--- src/inc/sbrg_pkg.sv ---
// Package of register map and field constants for the baud rate generator
package sbrg_pkg;
    // Byte addresses of the APB register words
    localparam logic [7:0] ADDR_LOWER = 8'h00;
    localparam logic [7:0] ADDR_UPPER = 8'h04;
    localparam logic [7:0] ADDR_RATE_CTRL = 8'h08;
    localparam logic [7:0] ADDR_TX_CTRL = 8'h0C;
    localparam logic [7:0] ADDR_STATUS = 8'h10;
    // Field positions
    localparam int WIDE_BIT = 3;
    localparam int HIGH_SPEED_BIT = 2;
    localparam int SYNC_BIT = 4;
    localparam int MASTER_BIT = 7;
    // Reset values
    localparam logic [7:0] LOWER_RESET = 8'h00;
    localparam logic [7:0] UPPER_RESET = 8'h00;
    localparam logic [7:0] RATE_CTRL_RESET = 8'h00;
    localparam logic [7:0] TX_CTRL_RESET = 8'h00;
    // Writable masks; other bits read zero
    localparam logic [7:0] RATE_CTRL_MASK = 8'h08;
    localparam logic [7:0] TX_CTRL_MASK = 8'h94;
    // Bit-clock prescale counts (ticks per bit, as count-1)
    localparam logic [5:0] PRESCALE_64 = 6'h3F;
    localparam logic [5:0] PRESCALE_16 = 6'h0F;
    localparam logic [5:0] PRESCALE_4 = 6'h03;
endpackage : sbrg_pkg

--- src/rtl/sbrg_timer.sv ---
// Free-running reloadable down-counter of the baud rate generator
`timescale 1ns/1ps
module sbrg_timer (
    // Clock and reset
    input wire logic clk,
    input wire logic srst,
    // Control
    input wire logic restart,
    input wire logic [15:0] reload,
    // Result
    output logic tick
);
    logic [15:0] count_q;

    always_ff @(posedge clk) begin
        if (srst || restart) begin
            count_q <= reload;
        end else if (count_q == 16'h0000) begin
            count_q <= reload;
        end else begin
            count_q <= count_q - 16'h0001;
        end
    end

    assign tick = (count_q == 16'h0000) && !restart && !srst;

    a_tick_period: assert property (@(posedge clk) disable iff (srst)
        (tick && !restart && reload == 16'h0001) ##1 !restart
        |-> !tick ##1 (tick || restart))
        else $error("timer period wrong for divisor one");

    a_reload_value: assert property (@(posedge clk) disable iff (srst)
        (tick || restart) |=> count_q == $past(reload))
        else $error("timer not reloaded with divisor");
endmodule : sbrg_timer

--- src/rtl/sbrg_core.sv ---
// APB-programmed baud rate generator producing bit-rate ticks
//
// Summary of operation
// - Generator supports 8 and 16-bit divisors
// - Reset selects 8-bit; wide bit selects 16
// - Divisor sets free-running timer period
// - Async rate uses high-speed and wide bits
// - Sync mode ignores high-speed bit
// - Rates apply only to internal master clock
// - Divisor write restarts timer immediately
// - Rate derives from system clock
// - Divisor is upper byte over lower
// - Async slow mode: clock over 64(n+1)
`timescale 1ns/1ps
module sbrg_core (
    // Clock and reset
    input wire logic clk,
    input wire logic srst,
    // APB slave
    input wire logic psel,
    input wire logic penable,
    input wire logic pwrite,
    input wire logic [7:0] paddr,
    input wire logic [31:0] pwdata,
    output logic [31:0] prdata,
    output logic pready,
    output logic pslverr,
    // Rate outputs to transmitter and receiver
    output logic timer_tick,
    output logic bit_tick,
    output logic rate_enable
);
    logic [7:0] lower_q;
    logic [7:0] upper_q;
    logic [7:0] rate_ctrl_q;
    logic [7:0] tx_ctrl_q;
    logic [7:0] lower_d;
    logic [7:0] upper_d;
    logic [5:0] pre_q;
    logic [5:0] pre_max;
    logic [15:0] divisor;
    logic tick;
    logic restart;
    logic wr_en;
    logic wide;
    logic fast;
    logic sync_mode;
    logic master;

    function automatic logic hit(input logic [7:0] a, input logic [7:0] b);
        hit = (a == b);
    endfunction : hit

    assign wr_en = psel && penable && pwrite && pready;
    assign wide = rate_ctrl_q[sbrg_pkg::WIDE_BIT];
    assign fast = tx_ctrl_q[sbrg_pkg::HIGH_SPEED_BIT];
    assign sync_mode = tx_ctrl_q[sbrg_pkg::SYNC_BIT];
    assign master = tx_ctrl_q[sbrg_pkg::MASTER_BIT];

    // New byte reaches the timer at the write edge, not a period late
    assign lower_d = (wr_en && hit(paddr, sbrg_pkg::ADDR_LOWER)) ?
        pwdata[7:0] : lower_q;
    assign upper_d = (wr_en && hit(paddr, sbrg_pkg::ADDR_UPPER)) ?
        pwdata[7:0] : upper_q;

    // Upper over lower; 8-bit drops upper
    assign divisor = wide ? {upper_d, lower_d} : {8'h00, lower_d};

    assign restart = wr_en && (hit(paddr, sbrg_pkg::ADDR_LOWER)
        || hit(paddr, sbrg_pkg::ADDR_UPPER));

    // Register writes
    always_ff @(posedge clk) begin
        if (srst) begin
            lower_q <= sbrg_pkg::LOWER_RESET;
            upper_q <= sbrg_pkg::UPPER_RESET;
            rate_ctrl_q <= sbrg_pkg::RATE_CTRL_RESET;
            tx_ctrl_q <= sbrg_pkg::TX_CTRL_RESET;
        end else if (wr_en) begin
            if (hit(paddr, sbrg_pkg::ADDR_LOWER)) begin
                lower_q <= pwdata[7:0];
            end
            if (hit(paddr, sbrg_pkg::ADDR_UPPER)) begin
                upper_q <= pwdata[7:0];
            end
            if (hit(paddr, sbrg_pkg::ADDR_RATE_CTRL)) begin
                rate_ctrl_q <= pwdata[7:0] & sbrg_pkg::RATE_CTRL_MASK;
            end
            if (hit(paddr, sbrg_pkg::ADDR_TX_CTRL)) begin
                tx_ctrl_q <= pwdata[7:0] & sbrg_pkg::TX_CTRL_MASK;
            end
        end
    end

    // Single wait state keeps read data registered
    always_ff @(posedge clk) begin
        if (srst) begin
            pready <= 1'b0;
        end else begin
            pready <= psel && penable && !pready;
        end
    end

    always_ff @(posedge clk) begin
        if (srst) begin
            prdata <= 32'h0000_0000;
            pslverr <= 1'b0;
        end else if (psel && penable && !pready) begin
            pslverr <= 1'b0;
            prdata <= 32'h0000_0000;
            if (hit(paddr, sbrg_pkg::ADDR_LOWER)) begin
                prdata <= {24'h000000, lower_q};
            end else if (hit(paddr, sbrg_pkg::ADDR_UPPER)) begin
                prdata <= {24'h000000, upper_q};
            end else if (hit(paddr, sbrg_pkg::ADDR_RATE_CTRL)) begin
                prdata <= {24'h000000, rate_ctrl_q};
            end else if (hit(paddr, sbrg_pkg::ADDR_TX_CTRL)) begin
                prdata <= {24'h000000, tx_ctrl_q};
            end else if (hit(paddr, sbrg_pkg::ADDR_STATUS)) begin
                prdata <= {26'h0, pre_q};
            end else begin
                pslverr <= 1'b1;
            end
        end else begin
            pslverr <= 1'b0;
        end
    end

    sbrg_timer u_timer (
        .clk(clk),
        .srst(srst),
        .restart(restart),
        .reload(divisor),
        .tick(tick)
    );

    always_comb begin
        pre_max = sbrg_pkg::PRESCALE_4;
        if (sync_mode) begin
            pre_max = sbrg_pkg::PRESCALE_4;
        end else if (!wide && !fast) begin
            pre_max = sbrg_pkg::PRESCALE_64;
        end else if (wide ^ fast) begin
            pre_max = sbrg_pkg::PRESCALE_16;
        end
    end

    always_ff @(posedge clk) begin
        if (srst || restart) begin
            pre_q <= 6'h00;
        end else if (tick) begin
            pre_q <= (pre_q >= pre_max) ? 6'h00 : pre_q + 6'h01;
        end
    end

    always_ff @(posedge clk) begin
        if (srst) begin
            timer_tick <= 1'b0;
            bit_tick <= 1'b0;
            rate_enable <= 1'b0;
        end else begin
            timer_tick <= tick;
            bit_tick <= tick && (pre_q >= pre_max);
            rate_enable <= master || !sync_mode;
        end
    end

    a_restart_quiet: assert property (@(posedge clk) disable iff (srst)
        (restart && divisor != 16'h0000)
        |=> !timer_tick ##1 !timer_tick)
        else $error("tick right after divisor write");

    a_slow_prescale: assert property (@(posedge clk) disable iff (srst)
        (!sync_mode && !wide && !fast) |-> pre_max == 6'h3F)
        else $error("slow mode prescale not 64");

    a_sync_ignores: assert property (@(posedge clk) disable iff (srst)
        sync_mode |-> pre_max == 6'h03)
        else $error("sync prescale not 4");

    a_mid_prescale: assert property (@(posedge clk) disable iff (srst)
        (!sync_mode && (wide ^ fast)) |-> pre_max == 6'h0F)
        else $error("mid prescale not 16");

    a_narrow_div: assert property (@(posedge clk) disable iff (srst)
        !wide |-> divisor[15:8] == 8'h00)
        else $error("upper byte used in 8-bit mode");

    a_bit_on_timer: assert property (@(posedge clk) disable iff (srst)
        bit_tick |-> timer_tick)
        else $error("bit tick without timer tick");

    a_slave_off: assert property (@(posedge clk) disable iff (srst)
        (sync_mode && !master) |=> !rate_enable)
        else $error("rate enabled in sync slave");

    a_apb_ready: assert property (@(posedge clk) disable iff (srst)
        (psel && penable && !pready) |=> pready)
        else $error("apb ready late");
endmodule : sbrg_core

--- config.mk ---
export PLATFORM = sky130hd
export DESIGN_NAME = sbrg_core
export DESIGN_NICKNAME = d
export VERILOG_FILES = /design/src/inc/sbrg_pkg.sv /design/src/rtl/sbrg_timer.sv /design/src/rtl/sbrg_core.sv
export SDC_FILE = /design/constraint.sdc
export NUM_CORES = 1
export LEC_CHECK = 0
export ABC_AREA = 0
export BUFFER_PORTS_ARGS = -buffer_cell sky130_fd_sc_hd__buf_2
export CORE_MARGIN = 8
export CORE_UTILIZATION = 30
export DETAILED_ROUTE_END_ITERATION = 6
export SYNTH_ARGS = -nofsm -noshare
export SYNTH_HDL_FRONTEND = slang
export SYNTH_SLANG_ARGS = --single-unit
--- constraint.sdc ---
create_clock -name clk -period 4.05 [get_ports clk]
set_clock_uncertainty 0.2 [all_clocks]
set_input_delay 0.405 -clock clk [delete_from_list [all_inputs] [get_ports clk]]
set_output_delay 0.405 -clock clk [all_outputs]
set_load 0.005 [all_outputs]
==> run summary, run 1 <==
final max-slew violation count = 0
PnR worst setup slack = 1.22 ns
die area = 13300 sq um
capturing point of the worst reg2reg path = pre_q[5]
RSZ-0062 raised after global routing = false
Tmin final = 2.83 ns
initial core utilization = 0.305
CP startpoint = rate_ctrl_q[3]
Flop pwr share = 0.545
Mean Syn Cell Area = 8.39 sq um
final core utilization = 0.331
fraction of synthesized area in multiplexers = 0.0716
switching power share of the total = 0.259
crit path kind = reg -> reg
post-cts resize count = 0
layout net count = 424
Hold Path Class = in -> reg
grt total ovfl = 0
CTS Buf Count = 5
status = finished clean
GRT Overall Usage = 0.110
latest clock arrival within the worst-skew pair = 0.31 ns
core area = 9680 sq um
largest net degree at the start of global routing = 33
# fillers = 1035
r2r startpoint = rate_ctrl_q[3]
Relative slew margins = 0.466
sequential fraction of the synthesis area = 0.373
Fin Hold WS = 0.149 ns
pre-CTS WS = 1.26 ns
Clock Path Buffers = 2
xor-xnor portion of the synthesized cell area = 0.0356
Pre-antenna DRT Iters = 5
Max Clock Freq = 354 MHz
Die Y = 115 um
Crit. End Element = flop
post-synth cell types = 45
CP required = 4.10 ns
routability congestion estimate from global placement = 0.779
Max FO, Critical Path = 20
Root Driver = clkbuf_8
TNS Setup = 0 ns
IO Pins = 82
area of the mapped netlist = 2950 sq um
Comb pwr share = 0.120
flop2flop setup slack = 1.22 ns
Via-to-Cell Ratio = 4.87
Post-Synthesis Cells = 352
antenna cells = 0
vias in the first global route = 2285
share of layout cells above drive strength 1 = 0.134
Post-Synth Adder-Cell Area = 0.0297
Avg WL per Cell = 14.3 um
period utilization = 0.698
final wirelength = 7210 um
Synth Area in Simple Gates = 0.266
asr flop ratio synth = 0
Detailed Place HPWL = 5430 um
startpoint type of the worst setup path = flop
clock sink count = 55
endpoints failing hold = 0
first-pass GRT wire length = 11500 um
CTS clk-pin slew, worst paths = 0.10 ns
number of warnings issued by yosys = 0
Area growth syn-to-layout = 8.48%
leakage = 1.27 nW
largest family of logic cells by synthesized area = simple AND/OR/NAND/NOR gates
Post-synth top flop = dfxtp_1
Reg2Reg Depth = 7
Peak VDD IR = 0.000117 V
#FFs+latches synth = 55
Register Area = 1100 sq um
Vias = 2461
DRC viols = 0
Post-synth EDFFs = 0
multi-input logic area = 1650 sq um
H-tree level count = 2
die width = 115 um
Clock Power Share = 0.335
Int Power = 0.795 mW
CTS tree = built
IO Port Bufs = 33
initial antenna violation count = 0
Site Rows = 36
CP Capture Point = pre_q[5]
Psw = 0.277 mW
1st-iter DRT viols = 113
P per Cell Area = 335 nW/um^2
CTS Hold Bufs = 0
Setup Buffers After CTS = 0
Max Cap Violations = 0
worst path arrival time = 2.87 ns
compound-gate portion of the synthesized area = 0.126
post-route ant nets = 0
number of setup violations in the final report = 0
Least-Margin Pin Slew = 0.800 ns
==> metal layers <==
| metal | GRT usage | up-vias | part of all wire |
|---|---|---|---|
| met2 | 0.169 | 53 | 0.48 |
| li1 | - | 1244 | - |
| met3 | 0.0221 | 8 | 0.046 |
| met5 | 0 | - | 0 |
| met4 | 0.0438 | 0 | 0.013 |
| met1 | 0.146 | 1156 | 0.47 |
==> cell usage after synthesis (4+ instances only) <==
cell	number	area share
a311oi_1	6	0.018
nand3_1	17	0.029
nor2_1	34	0.043
nand4_1	6	0.013
nor2b_1	4	0.0085
mux2i_1	20	0.068
nor3_1	12	0.020
or3_1	5	0.011
nor4_1	5	0.011
and3_1	7	0.015
dfxtp_1	55	0.37
buf_2	6	0.010
xnor2_1	5	0.015
ha_1	7	0.030
clkbuf_1	10	0.013
a31oi_1	5	0.011
a21oi_1	29	0.049
xor2_1	7	0.021
inv_1	4	0.0051
o21ai_0	11	0.019
buf_4	27	0.069
nand2_1	35	0.045
==> cells in the final DEF (no fill, tap or decap), types with 4 or more instances in the layout <==
cell      count
o21ai_0      11
nor2b_1       4
nand3_1      17
dfxtp_1      55
clkbuf_8      5
xor2_1        7
nand2_1      35
a31oi_1       5
buf_2        33
nand4_1       6
nor4_1        5
conb_1       24
ha_1          7
a21oi_1      29
nor2_1       34
a311oi_1      6
xnor2_1       5
or3_1         5
mux2i_1      20
inv_1         4
nor3_1       12
and3_1        7
==> sequential cells by signal, summed over array words and instances (netlist names) <==
signal           flops
rate_ctrl_q          1
pslverr              1
u_timer.count_q     16
lower_q              8
pready               1
rate_enable          1
upper_q              8
timer_tick           1
pre_q                6
prdata               8
bit_tick             1
tx_ctrl_q            3
==> critical path, cell delays in order (launching register included) <==
cell and delay (ns):
dfxtp_1 0.53, or3_1 0.48, ha_1 0.30, a21oi_1 0.15
nor2b_1 0.06, or3_1 0.39, or4_1 0.48, a21oi_1 0.17
==> power by group through the flow <==
| stage | combinational, mW | clock [mW] | sequential (mW) |
|---|---|---|---|
| after floorplan | 0.111 | 0 | 0.591 |
| after global placement | 0.125 | 0 | 0.596 |
| after detailed placement | 0.127 | 0 | 0.597 |
| after CTS | 0.128 | 0.368 | 0.584 |
| after global routing | 0.147 | 0.393 | 0.588 |
| final | 0.129 | 0.359 | 0.584 |
==> per-stage QoR <==
stage                     total power [mW]  instance area (sq um)  instances
after global routing                  1.13                   3200        505
after global placement               0.721                   3100        498
final                                 1.07                   3200        505
after floorplan                      0.702                   3040        375
after detailed placement             0.724                   3100        498
after CTS                             1.08                   3200        505
==> layout make-up <==
| class | count | share of cell area |
|---|---|---|
| multi-input cells | 273 | 0.516 |
| flip-flops and latches | 55 | 0.344 |
| well taps | 133 | 0.0520 |
| repair buffers | 33 | 0.0516 |
| clock buffers | 6 | 0.0227 |
| clock inverters | 1 | 0.00938 |
| inverters | 4 | 0.00469 |
==> kinds of logic (layout without fill, tap and decap cells) <==
kind of cell,after synthesis,after routing
AOI/OAI and AO/OA,62,62
xor gates and xnor gates,12,12
adders and majority gates,7,7
buffers and inverters,47,44
DFF,55,55
muxes,21,21
other,1,24
and+or+nand+nor,147,147
==> worst min-delay path by stage <==
| stage | startpoint | to | cells after the start |
|---|---|---|---|
| 2_1_floorplan | tx_ctrl_q[7] | rate_enable | 2 |
| 3_3_place_gp | prdata[4] | prdata[4] | 2 |
| 6_report | pwdata[6] | upper_q[6] | 3 |
| 4_1_cts | pwdata[6] | upper_q[6] | 3 |
| 3_5_place_dp | prdata[2] | prdata[2] | 2 |
| 5_1_grt | pwdata[6] | upper_q[6] | 3 |
Note: power is estimated with default switching activity, not from simulation.
==> inputs of run 2 (changes only) <==
==> constraint.sdc (replaced) <==
create_clock -name clk -period 2.7 [get_ports clk]
set_clock_uncertainty 0.2 [all_clocks]
set_input_delay 0.27 -clock clk [delete_from_list [all_inputs] [get_ports clk]]
set_output_delay 0.27 -clock clk [all_outputs]
set_load 0.005 [all_outputs]
==> run summary, run 2 (same netlist as run 1, synthesis figures left out) <==
status = finished clean
IO Port Bufs = 33 (unchanged)
antenna cells = 0 (unchanged)
RSZ-0062 raised after global routing = false
Peak VDD IR = 0.000185 V (+58%)
share of layout cells above drive strength 1 = 0.166 (+0.0318)
Detailed Place HPWL = 5670 um (+4.4%)
Max FO, Critical Path = 6 (-70%)
Final Non-Filler Cells = 518 (+2.6%)
Least-Margin Pin Slew = 0.767 ns (-0.0328 ns)
most frequent cells in the layout = dfxtp_1, nand2_1, nor2_1
Root Driver = clkbuf_8
CTS Buf Count = 5 (unchanged)
r2r startpoint = tx_ctrl_q[2]
crit path kind = reg -> reg
core area = 9680 sq um (unchanged)
vias in the first global route = 2377 (+4.0%)
Avg WL per Cell = 14.5 um (+1.4%)
Vias = 2523 (+2.5%)
die width = 115 um (unchanged)
P per Cell Area = 474 nW/um^2 (+41%)
CTS clk-pin slew, worst paths = 0.11 ns (about the same)
largest net degree at the start of global routing = 32 (-3.0%)
max reg flops = 16 (unchanged)
leakage = 1.32 nW (+3.9%)
Area growth syn-to-layout = 11.5%
Site Rows = 36 (unchanged)
latest clock arrival within the worst-skew pair = 0.32 ns (about the same)
commonest non-fill, non-tap cell in the layout = dfxtp_1
Power Total = 1.56 mW (+45%)
CP startpoint = tx_ctrl_q[2]
Hold Path Class = in -> reg
CP required = 2.75 ns (-1.35 ns)
GRT Overall Usage = 0.113 (+0.00273)
Pre-antenna DRT Iters = 4 (-1)
hold_sp = pwdata[5]
Via-to-Cell Ratio = 4.87 (about the same)
number of setup violations in the final report = 0 (unchanged)
Die Y = 115 um (unchanged)
final core utilization = 0.340 (+0.00917)
Crit. End Element = flop
# fillers = 1049 (+1.4%)
1st-iter DRT viols = 160 (+42%)
startpoint type of the worst setup path = flop
routability congestion estimate from global placement = 0.831 (+6.6%)
final max-slew violation count = 0 (unchanged)
layout net count = 436 (+2.8%)
die area = 13300 sq um (unchanged)
IO Pins = 82 (unchanged)
Max Cap Violations = 0 (unchanged)
Max Clock Freq = 391 MHz (+11%)
endpoints failing hold = 0 (unchanged)
DRC viols = 0 (unchanged)
grt total ovfl = 0 (unchanged)
initial core utilization = 0.305 (unchanged)
final wirelength = 7500 um (+4.1%)
post-route ant nets = 0 (unchanged)
Relative slew margins = 0.488 (+0.0219)
Tmin final = 2.56 ns (-0.272 ns)
cell total after placement = 509 (+2.2%)
TNS Setup = 0 ns (unchanged)
Setup Buffers After CTS = 0 (unchanged)
worst path arrival time = 2.60 ns (-0.27 ns)
clock sink count = 55 (unchanged)
initial antenna violation count = 0 (unchanged)
Biggest register = u_timer.count_q
period utilization = 0.947 (+0.248)
first-pass GRT wire length = 11800 um (+2.9%)
H-tree level count = 2 (unchanged)
Clock Path Buffers = 2 (unchanged)
CTS tree = built
==> run 2: cell count changes in the layout (fill, tap and decap cells not counted), sizes merged <==
| cell | delta |
|---|---|
| buf | +11 |
| bufinv | -1 |
| clkbuf | -1 |
| clkinv | +2 |
| clkinvlp | +1 |
| dlygate4sd3 | +1 |
==> run 2: layout make-up <==
class / instances / area [sq um] / share of cell area
clock inverter: 3 / 25.0 / 0.00760
timing repair buffer: 45 / 258 / 0.0783
multi-input combinational: 273 / 1660 / 0.503
tap: 133 / 166 / 0.0506
inverter: 4 / 15.0 / 0.00456
sequential: 55 / 1100 / 0.335
clock buffer: 5 / 68.8 / 0.0209
==> run 2: power breakdown <==
part           switching, mW  internal [mW]
logic                  0.119         0.0858
clock network          0.291          0.186
registers             0.0347          0.842
total                  0.445           1.11
==> run 2: worst max-delay path, stage by stage (launching register included) <==
cell,delay (ns)
dfxtp_1,0.35
or3_1,0.40
ha_1,0.31
a21oi_1,0.16
nor2b_1,0.07
or3_4,0.36
or4_1,0.48
a21oi_1,0.17
==> run 2: final timing paths <==
path | depth (start not counted) | endpoint | slack (ns)
min | 3 | upper_q[5] | 0.02
min reg2reg | 2 | prdata[2] | 0.26
max | 7 | pre_q[4] | 0.14
max reg2reg | 7 | pre_q[4] | 0.14
==> run 2: through the flow <==
| stage | instance area (sq um) | setup slack, ns | hold slack (ns) |
|---|---|---|---|
| finish | 3290 | 0.144 | 0.0219 |
| global route | 3290 | 0.0130 | 0.0199 |
| CTS | 3290 | 0.112 | 0.00503 |
| detailed placement | 3180 | 0.159 | 0.247 |
| global placement | 3180 | 0.226 | 0.240 |
| floorplan | 3040 | 0.0494 | 0.142 |
==> run 2: repair_timing <==
action                     4_1_cts  5_1_grt
resized for setup                0        1
hold endpoints to repair         1        0
hold buffers                     1        0
setup endpoints to repair        0        2
==> run 2: routing by layer <==
layer,global-route usage,vias to the layer above,wire (um)
li1,-,1268,-
met1,0.140,1172,3390
met2,0.185,68,3510
met3,0.0205,15,404
met4,0.0517,0,187
met5,0,-,0
